## src/common/timer_regs_map.svh

```systemverilog
`ifndef TIMER_REGS_MAP_SVH
`define TIMER_REGS_MAP_SVH

// Byte offsets of the register words
`define OFS_COUNTER_VALUE 8'h24
`define OFS_CLOCK_DIVIDER 8'h28
`define OFS_RELOAD_LIMIT 8'h2C
`define OFS_CHAN0_COMPARE_CAPTURE 8'h34
`define OFS_CHAN1_COMPARE_CAPTURE 8'h38
`define OFS_WRITE_FILTER_CONFIG 8'hFC

// Field positions
`define VALUE_FIELD_MSB 15
`define VALUE_FIELD_LSB 0
`define FILTER_BIT_POS 1

// Reset values
`define RESET_WORD 32'h0000_0000
`define RESET_VALUE16 16'h0000
`define RESET_BIT 1'h0

// Step sizes: prescaler per kernel clock cycle, count per divided tick
`define PRESCALE_STEP 16'h0001
`define COUNT_STEP 16'h0001

`endif

```

## src/common/timer_pkg.sv

```systemverilog
`default_nettype none

package timer_pkg;

  // One 16-bit count or value field
  typedef logic [15:0] value16_t;

  // One register bus request, sampled each clock
  typedef struct packed {
    logic [7:0] addr;
    logic [31:0] wdata;
    logic wr;
    logic rd;
  } bus_req_t;

  // Per-channel controls from the mode and enable logic outside
  typedef struct packed {
    logic [1:0] input_mode;
    logic [1:0] shadow_en;
    logic [1:0] capture;
  } chan_ctl_t;

  // Event outputs of the block
  typedef struct packed {
    logic update_event;
    logic [1:0] compare_match;
    logic tick;
  } timer_evt_t;

endpackage

`default_nettype wire

```

## src/design/chan_value_slot.sv

```systemverilog
`default_nettype none

`include "timer_regs_map.svh"

module chan_value_slot
(
  input wire logic clock,
  input wire logic nrst,
  input wire logic write_hit,
  input wire timer_pkg::value16_t write_data,
  input wire logic filter_en,
  input wire logic input_mode,
  input wire logic capture,
  input wire timer_pkg::value16_t count,
  input wire logic shadow_en,
  input wire logic update_fire,
  output logic [15:0] value,
  output logic [15:0] active
);
  import timer_pkg::*;

  value16_t value_reg;
  value16_t value_next;
  value16_t active_reg;
  logic write_take;

  // Equal writes are dropped only while the filter is on
  assign write_take = write_hit && !(filter_en && (write_data == value_reg)); // [RULE10]

  // Capture in input mode, software load in output mode
  always_comb
  begin
    value_next = value_reg;
    if (input_mode)
    begin
      if (capture)
      begin
        value_next = count; // [RULE7]
      end
    end
    else if (write_take)
    begin
      value_next = write_data; // [RULE8]
    end
  end

  // Software-visible value field
  always_ff @(posedge clock or negedge nrst)
  begin
    if (!nrst)
    begin
      value_reg <= `RESET_VALUE16;
    end
    else
    begin
      value_reg <= value_next;
    end
  end

  // Active compare copy; without shadowing it tracks the field at once
  always_ff @(posedge clock or negedge nrst)
  begin
    if (!nrst)
    begin
      active_reg <= `RESET_VALUE16;
    end
    else if (!shadow_en)
    begin
      active_reg <= value_next;
    end
    else if (update_fire)
    begin
      active_reg <= value_reg; // [RULE9]
    end
  end

  assign value = value_reg;
  assign active = active_reg;

endmodule

`default_nettype wire

```

## src/design/timer_counter_compare_regs.sv

```systemverilog
// Functional notes
// RULE1: Software reaches every register with whole 32-bit word transfers only.
// RULE2: Reading the counter register gives the live 16-bit count with zero upper bits.
// RULE3: Writing the counter register replaces the running count with the written value.
// RULE4: The counting clock is the kernel clock divided by the divider setting plus one.
// RULE5: A new divider setting is copied to a shadow at each update event and only then used.
// RULE6: A 16-bit read/write reload field holds the counter's reload limit.
// RULE7: In input mode a channel value holds the count from its last capture, read-only.
// RULE8: In output mode a channel value holds the figure compared against the count.
// RULE9: With shadowing on, the written compare value becomes active only at an update event.
// RULE10: With the filter bit set, a channel write equal to the stored value is ignored.
// RULE11: Software alone sets and clears the filter bit; hardware never changes it.
// RULE12: Software writes reserved bit positions as zero.
// RULE13: The count rises per divided tick, wraps to zero at the reload value, and updates.
//
// Chosen here: the plain strobed port.

`default_nettype none

`include "timer_regs_map.svh"

module timer_counter_compare_regs
(
  input wire logic clock,
  input wire logic nrst,
  input wire timer_pkg::bus_req_t bus_req,
  input wire timer_pkg::chan_ctl_t chan_ctl,
  input wire logic update_request,
  output logic [31:0] rd_data,
  output timer_pkg::timer_evt_t events,
  output logic [15:0] count_out
);
  import timer_pkg::*;

  // Register storage
  value16_t count_reg;
  value16_t count_next;
  value16_t prescale_reg;
  value16_t prescale_next;
  value16_t divider_reg;
  value16_t divider_shadow_reg;
  value16_t reload_reg;
  logic filter_reg;
  logic [31:0] rd_data_reg;
  logic [31:0] read_word;
  timer_evt_t events_reg;
  timer_evt_t events_next;

  // Bus decode strobes
  logic wr_count;
  logic wr_divider;
  logic wr_reload;
  logic wr_chan0;
  logic wr_chan1;
  logic wr_filter;
  value16_t wdata16;

  // Counting strobes
  logic tick;
  logic wrap;
  logic update_fire;

  // Channel value fields and their active copies
  value16_t chan0_value;
  value16_t chan1_value;
  value16_t chan0_active;
  value16_t chan1_active;

  // Whole-word decode; byte lanes do not exist on this port
  assign wr_count = bus_req.wr && (bus_req.addr == `OFS_COUNTER_VALUE); // [RULE1]
  assign wr_divider = bus_req.wr && (bus_req.addr == `OFS_CLOCK_DIVIDER);
  assign wr_reload = bus_req.wr && (bus_req.addr == `OFS_RELOAD_LIMIT);
  assign wr_chan0 = bus_req.wr && (bus_req.addr == `OFS_CHAN0_COMPARE_CAPTURE);
  assign wr_chan1 = bus_req.wr && (bus_req.addr == `OFS_CHAN1_COMPARE_CAPTURE);
  assign wr_filter = bus_req.wr && (bus_req.addr == `OFS_WRITE_FILTER_CONFIG);

  // Upper data bits are dropped, so reserved positions store nothing
  assign wdata16 = bus_req.wdata[`VALUE_FIELD_MSB:`VALUE_FIELD_LSB]; // [RULE12]

  // A tick ends each prescaler period of divider plus one cycles
  assign tick = (prescale_reg == divider_shadow_reg); // [RULE4]

  // A software count write in the same cycle takes precedence over the wrap
  assign wrap = tick && (count_reg == reload_reg) && !wr_count; // [RULE13]

  // Update comes from the wrap or from the outside update request
  assign update_fire = wrap || update_request;

  // Prescaler phase counter
  always_comb
  begin
    prescale_next = prescale_reg + `PRESCALE_STEP;
    if (update_request || tick)
    begin
      prescale_next = `RESET_VALUE16; // [RULE4]
    end
  end

  always_ff @(posedge clock or negedge nrst)
  begin
    if (!nrst)
    begin
      prescale_reg <= `RESET_VALUE16;
    end
    else
    begin
      prescale_reg <= prescale_next;
    end
  end

  // Divider setting as written by software
  always_ff @(posedge clock or negedge nrst)
  begin
    if (!nrst)
    begin
      divider_reg <= `RESET_VALUE16;
    end
    else if (wr_divider)
    begin
      divider_reg <= wdata16;
    end
  end

  // Shadow divider; changing it mid-period would give one odd period
  always_ff @(posedge clock or negedge nrst)
  begin
    if (!nrst)
    begin
      divider_shadow_reg <= `RESET_VALUE16;
    end
    else if (update_fire)
    begin
      divider_shadow_reg <= divider_reg; // [RULE5]
    end
  end

  // Reload limit
  always_ff @(posedge clock or negedge nrst)
  begin
    if (!nrst)
    begin
      reload_reg <= `RESET_VALUE16;
    end
    else if (wr_reload)
    begin
      reload_reg <= wdata16; // [RULE6]
    end
  end

  // Filter bit changes only on a software write
  always_ff @(posedge clock or negedge nrst)
  begin
    if (!nrst)
    begin
      filter_reg <= `RESET_BIT;
    end
    else if (wr_filter)
    begin
      filter_reg <= bus_req.wdata[`FILTER_BIT_POS]; // [RULE11]
    end
  end

  // Next count: software write, then forced update, then the tick
  always_comb
  begin
    count_next = count_reg;
    if (wr_count)
    begin
      count_next = wdata16; // [RULE3]
    end
    else if (update_request)
    begin
      count_next = `RESET_VALUE16;
    end
    else if (tick)
    begin
      if (wrap)
      begin
        count_next = `RESET_VALUE16; // [RULE13]
      end
      else
      begin
        count_next = count_reg + `COUNT_STEP; // [RULE13]
      end
    end
  end

  always_ff @(posedge clock or negedge nrst)
  begin
    if (!nrst)
    begin
      count_reg <= `RESET_VALUE16;
    end
    else
    begin
      count_reg <= count_next;
    end
  end

  // Channel 0 value field and compare copy
  chan_value_slot u_chan0
  (
    .clock(clock),
    .nrst(nrst),
    .write_hit(wr_chan0),
    .write_data(wdata16),
    .filter_en(filter_reg),
    .input_mode(chan_ctl.input_mode[0]),
    .capture(chan_ctl.capture[0]),
    .count(count_reg),
    .shadow_en(chan_ctl.shadow_en[0]),
    .update_fire(update_fire),
    .value(chan0_value),
    .active(chan0_active)
  );

  // Channel 1 value field and compare copy
  chan_value_slot u_chan1
  (
    .clock(clock),
    .nrst(nrst),
    .write_hit(wr_chan1),
    .write_data(wdata16),
    .filter_en(filter_reg),
    .input_mode(chan_ctl.input_mode[1]),
    .capture(chan_ctl.capture[1]),
    .count(count_reg),
    .shadow_en(chan_ctl.shadow_en[1]),
    .update_fire(update_fire),
    .value(chan1_value),
    .active(chan1_active)
  );

  // Event outputs, registered so they leave the block from flops
  always_comb
  begin
    events_next = '0;
    events_next.update_event = update_fire; // [RULE13]
    events_next.tick = tick;
    // Match only for output-mode channels; a captured value is not a target
    events_next.compare_match[0] = !chan_ctl.input_mode[0]
      && (count_reg == chan0_active); // [RULE8]
    events_next.compare_match[1] = !chan_ctl.input_mode[1]
      && (count_reg == chan1_active); // [RULE8]
  end

  always_ff @(posedge clock or negedge nrst)
  begin
    if (!nrst)
    begin
      events_reg <= '0;
    end
    else
    begin
      events_reg <= events_next;
    end
  end

  // Read mux; unmapped offsets and reserved bits read as zero
  always_comb
  begin
    read_word = `RESET_WORD;
    case (bus_req.addr)
      `OFS_COUNTER_VALUE:
      begin
        read_word = {16'h0000, count_reg}; // [RULE2]
      end
      `OFS_CLOCK_DIVIDER:
      begin
        read_word = {16'h0000, divider_reg};
      end
      `OFS_RELOAD_LIMIT:
      begin
        read_word = {16'h0000, reload_reg}; // [RULE6]
      end
      `OFS_CHAN0_COMPARE_CAPTURE:
      begin
        read_word = {16'h0000, chan0_value}; // [RULE7]
      end
      `OFS_CHAN1_COMPARE_CAPTURE:
      begin
        read_word = {16'h0000, chan1_value}; // [RULE7]
      end
      `OFS_WRITE_FILTER_CONFIG:
      begin
        read_word = `RESET_WORD;
        read_word[`FILTER_BIT_POS] = filter_reg;
      end
      default:
      begin
        read_word = `RESET_WORD;
      end
    endcase
  end

  // Read data stands only in the cycle after the strobe
  always_ff @(posedge clock or negedge nrst)
  begin
    if (!nrst)
    begin
      rd_data_reg <= `RESET_WORD;
    end
    else if (bus_req.rd)
    begin
      rd_data_reg <= read_word;
    end
    else
    begin
      rd_data_reg <= `RESET_WORD;
    end
  end

  assign rd_data = rd_data_reg;
  assign events = events_reg;
  assign count_out = count_reg;

endmodule

`default_nettype wire

```

## config.mk

```make
export PLATFORM = sky130hd
export DESIGN_NAME = timer_counter_compare_regs
export DESIGN_NICKNAME = d
export VERILOG_FILES = /design/src/common/timer_pkg.sv /design/src/design/chan_value_slot.sv /design/src/design/timer_counter_compare_regs.sv
export VERILOG_INCLUDE_DIRS = /design/src /design/src/common
export SDC_FILE = /design/constraint.sdc
export NUM_CORES = 1
export LEC_CHECK = 0
export ABC_AREA = 1
export BUFFER_PORTS_ARGS = -buffer_cell sky130_fd_sc_hd__buf_2
export CAP_MARGIN = 20
export CELL_PAD_IN_SITES_DETAIL_PLACEMENT = 1
export CELL_PAD_IN_SITES_GLOBAL_PLACEMENT = 2
export CORE_ASPECT_RATIO = 1.75
export CORE_UTILIZATION = 25
export DETAILED_ROUTE_END_ITERATION = 10
export PLACE_DENSITY_LB_ADDON = 0.1
export REMOVE_ABC_BUFFERS = 1
export SYNTH_ARGS = -nofsm -noshare
export SYNTH_HDL_FRONTEND = slang
export SYNTH_SLANG_ARGS = --single-unit
```

## constraint.sdc

```tcl
create_clock -name clock -period 1.7 [get_ports clock]
set_input_delay 0.085 -clock clock [delete_from_list [all_inputs] [get_ports clock]]
set_output_delay 0.085 -clock clock [all_outputs]
set_load 0.1 [all_outputs]
```

== Word-level counts from Yosys, hierarchy flattened ==
Cells that the tools add are included.
Operators by class
  divide/modulo/power cells: 0
  multiplexer cells: 17
  add/sub/neg operators: 2
  magnitude comparators: 0
  eq/ne operators: 14
  reductions and logical operators: 22
  multipliers: 0
  shifts and indexed selects: 0
  bitwise gates (word level): 0
Operators by type and width (count)
  $mux 16: 16
  $eq 16x16->1: 6
  $pmux 16 s6: 1
  $eq 8x6->1 const B: 5
  $add 16x1->16 const B: 2
  $logic_and 1x1->1: 14
  $eq 8x8->1 const B: 1
  $logic_not 1->1: 5
  $ne 2x1->1 const B: 2
  $reduce_bool 3->1: 1
  $logic_or 1x1->1: 2
Word-level totals
  bits in writable memories: 0
  memory bits (read-only): 0
  register bits after elaboration: 181
  logic and storage cells: 69
  memories kept: 0
  output and inout bits: 52
  input bits: 51
  latch bits: 0

== Longest topological paths before layout ==
  word-level depth: 8
  depth in mapped cells: 15
  mapped depth without buffers: 13

== By module ==
From an unflattened synthesis, not the netlist that was laid out.
Unflattened totals
  cell total of the unflattened synthesis: 1479
  area total of the unflattened synthesis: 10625.2 µm²
Modules (own cells, without submodules)
  timer_counter_compare_regs: seq. area each 2527.4 µm², cells an instance 877, instances 1, area an instance 6286.0 µm²
  chan_value_slot: seq. area each 800.8 µm², cells an instance 301, instances 2, area an instance 2169.6 µm²

== Worst setup path before layout ==
No wires, ideal clock.
  path type: reg2reg
  start: register count_reg[1], in the netlist count_out[1]
  end: register count_reg[12], in the netlist count_out[12]
  stages on the path, launching flop included: 11
  period minus slack after synthesis: 2.470 ns
  arrival: 2.354 ns
  slack: -0.770 ns
  path buffers: 0
  required time: 1.584 ns
  setup time: 0.116 ns
  cells stage by stage: dfrtp_1 > ha_1 > nand3_1 > nor3_1 > nand4_1 > nor2_1 > nand3_1 > nor2_1 > nor2_1 > nand2_1 > nand2_1
On the way
  cells in the longest elaborated chain, start to end: 7
  elaborated cells on any way between the ends: 8
  those cells by class: 1 x add/sub; 1 x eq/ne; 4 x mux; 2 x reduce/logical
Ends and longest elaborated chain
  start, declared: line timer_counter_compare_regs.sv:36  | value16_t count_reg;
  start signal, assigned: line timer_counter_compare_regs.sv:192  | count_reg <= `RESET_VALUE16;
  start signal, assigned: line timer_counter_compare_regs.sv:196  | count_reg <= count_next;
  branches (longest 3 deep; another with $add 16x1->16)
  $mux 16 *: line timer_counter_compare_regs.sv:177  | if (wrap)
  $mux 16 *: line timer_counter_compare_regs.sv:175  | else if (tick)
  $mux 16 *: line timer_counter_compare_regs.sv:171  | else if (update_request)
  $mux 16 *: line timer_counter_compare_regs.sv:167  | if (wr_count)
Mark *: on every way between the ends. The select of a mux whose other input is x is not followed.
A chain may end at the register's enable or synchronous reset.

==> impl_metrics.json <==
{
  "max_freq_ghz": 0.511,
  "clock_skew_ps": 14.4,
  "hold_class": "in -> reg",
  "cts_sinks": 165,
  "drt_iter0_drc": 388,
  "synth_top_cell_by_area": "dfrtp_1",
  "worstSetupPathType": "reg -> reg",
  "crit_top_cell": "nand2_1",
  "worstMarginPinSlew_ps": 695,
  "synth_xor_area_frac": 0.0501,
  "insertion_delay_ps": 470,
  "fin_crit_sh": 1.15,
  "crit_path_max_fanout": 8,
  "core_area_um2": 40100,
  "syn-instance-count": 1436,
  "gp_congestion": 0.841,
  "num_antenna_cells": 0,
  "cts_buffers": 17,
  "synth_top_family_by_area": "simple AND/OR/NAND/NOR gates",
  "place_inst": 2201,
  "synth_mux_area_frac": 0,
  "via_count": 10700,
  "synth_top_area_frac": 0.407,
  "regArea_um2": 4140,
  "cp.arrival_ps": 2310,
  "die_h_um": 268,
  "grtUsageTotal": 0.227,
  "dieArea_um2": 41400,
  "final_area_um2": 15500,
  "fin_nets": 1828,
  "setup_viol": 113,
  "synth-simple-area-share": 0.314,
  "maxCapViolCount": 0,
  "fill_cells": 4867,
  "ios": 103,
  "outcome": "complete, but fails checks",
  "yosys.area_share.adder": 0.00247,
  "vias_per_cell": 4.71,
  "grt_pass1_vias": 11600,
  "root_buffer": "clkbuf_16",
  "grt_max_degree": 44,
  "routed_wl_um": 46500,
  "slew_violations": 0,
  "placed_cell_area_um2": 13000,
  "post-route-min-period_ps": 1960,
  "yosys-top-cells-area": "dfrtp_1 (41%), nand2_1 (15%), inv_1 (6.8%), nand3_1 (6.3%), o21ai_0 (5.3%)",
  "ys_warn_count": 0,
  "slew_headroom": 0.536,
  "die_x_um": 154,
  "wire_per_inst_um": 20.4,
  "initial_core_util": 0.253,
  "critPathLaunchType": "flop",
  "ys_seq_area_frac": 0.407,
  "p_leak_nw": 7.78,
  "drt_pass1_iterations": 4,
  "violations": "negative setup slack",
  "synth_compound_area_frac": 0.112,
  "crit_chain": "inv_2 > nand2_2 > nand2_2 > nand2_1 > nor2_1 > buf_4 > nand2_4 > nor2_4 > nand3_4 > buf_12 > clkbuf_16 > nand4_1 > nand2_1 > inv_1 > nand2_1",
  "slowest_delay_ps": 400,
  "instances_no_fill": 2283,
  "clk_pin_slew_ps": 70,
  "synth_edf_count": 0,
  "synthTopCellsByCount": "nand2_1 (408), inv_1 (183), dfrtp_1 (165)",
  "hold_slack_ps": 53.4,
  "cts_buffer_depth": 2,
  "overflow": 0,
  "dpl.hpwl_um": 35100,
  "layout-drive-gt1-share": 0.363,
  "peakVddDrop_mv": 0.460,
  "synthToLayoutAreaGrowth_pct": 52.4,
  "fin_ws_ps": -258,
  "required_ps": 2050,
  "tritoncts": "done",
  "synth_seq_cells": 165,
  "synthFlopType": "dfrtp_1",
  "yosysMostFrequentCell": "nand2_1",
  "rsz0062_at_grt": "yes",
  "synth_cell_types": 41,
  "multi_input_area_um2": 6030,
  "postSynth.asyncResetShare": 1.00,
  "endpoint_kind": "flop",
  "synthesis.area_um2": 10100,
  "hold_violations": 0,
  "drc_errors": 0,
  "synth_area_per_cell_um2": 7.06,
  "grt_first_pass_wirelength_um": 68800,
  "htree_levels": 4,
  "io_buffers": 70,
  "power.density_nw_per_um2": 948,
  "drtAntennaViolNets": 0,
  "slowest_stage": "dfrtp_1",
  "grt_antenna_before_repair": 0,
  "num_rows": 97
}
==> cells by family after synthesis <==
logic type	after synthesis
AOI/OAI and AO/OA	208
buffers and inverters	277
adders and majority gates	2
DFF	165
and+or+nand+nor	725
xor gates and xnor gates	58
other	1
==> power by group <==
part,leakage (nW),switching (mW),internal [mW]
Clock,0.284,1.93,2.38
Combinational,5.34,3.22,2.49
Sequential,2.16,0.336,4.31
Total,7.78,5.48,9.17
==> cell usage in the layout, fill, tap and decap left out, types with 25 or more instances in the layout <==
| master | instances |
|---|---|
| a21oi_1 | 52 |
| buf_2 | 69 |
| buf_4 | 267 |
| clkbuf_16 | 25 |
| dfrtp_1 | 160 |
| inv_1 | 173 |
| nand2_1 | 359 |
| nand2_4 | 28 |
| nand3_1 | 48 |
| nand3_2 | 65 |
| nand4_1 | 45 |
| nor2_1 | 58 |
| o21ai_0 | 94 |
| xor2_1 | 36 |
==> metrics by stage <==
| stage | TNS (ps) | worst slack (ps) | power [mW] | util |
|---|---|---|---|---|
| after floorplan | -60100 | -1050 | 6.68 | - |
| after global placement | -28970 | -373 | 8.84 | 0.324 |
| after detailed placement | -31170 | -373 | 8.92 | 0.324 |
| after CTS | -18130 | -233 | 14.0 | 0.361 |
| after global routing | -30730 | -380 | 15.4 | 0.386 |
| final | -19530 | -258 | 14.7 | 0.386 |
==> layout make-up <==
cell class / count / share of cell area
Multi-Input combinational cell: 1009 / 0.390
Sequential cell: 165 / 0.268
Timing Repair Buffer: 392 / 0.216
Inverter: 190 / 0.0463
Tap cell: 495 / 0.0401
Clock buffer: 19 / 0.0287
Clock inverter: 13 / 0.0113
==> layer usage <==
layer  share of wire  vias to the layer above  wire length, µm  global-route usage
met3           0.024                       85             1110              0.0317
met2            0.55                      161            25800               0.446
li1                -                     5245                -                   -
met5               0                        -                0                   0
met4           0.045                        0             2110              0.0907
met1            0.38                     5255            17500               0.240
==> worst max-delay path: cells and delay by family (launching register included) <==
family                 cells  cell delay (ps)
buffers and inverters      5              620
flip-flops                 1              400
AND/OR/NAND/NOR           10              800
==> final timing paths <==
kind | start | endpoint | slack (ps) | cells past startpoint
worst max-delay path | prescale_reg[15]$_DFF_PN0_ | u_chan0.active[5]$_DFFE_PN0P_ | -260 | 15
min in group asynchronous | nrst | u_chan1.active[3]$_DFFE_PN0P_ | 120 | 2
worst min-delay path | bus_req[8] | u_chan0.active[6]$_DFFE_PN0P_ | 50 | 5
worst max register to register | prescale_reg[15]$_DFF_PN0_ | u_chan0.active[5]$_DFFE_PN0P_ | -260 | 15
max in group asynchronous | nrst | u_chan1.value[12]$_DFF_PN0_ | 920 | 3
worst min register to register | reload_reg[0]$_DFFE_PN0P_ | reload_reg[0]$_DFFE_PN0P_ | 520 | 2
==> timing repair <==
item | 4_1_cts | 5_1_grt
pin swaps | 52 | 64
endpoints found under the hold margin | 164 | 0
hold buffers | 3 | 0
endpoints found under the setup margin | 114 | 114
gates cloned | 3 | 8
gates resized for setup | 156 | 172
setup buffers | 20 | 19
Power figures use the tool's default switching activity.
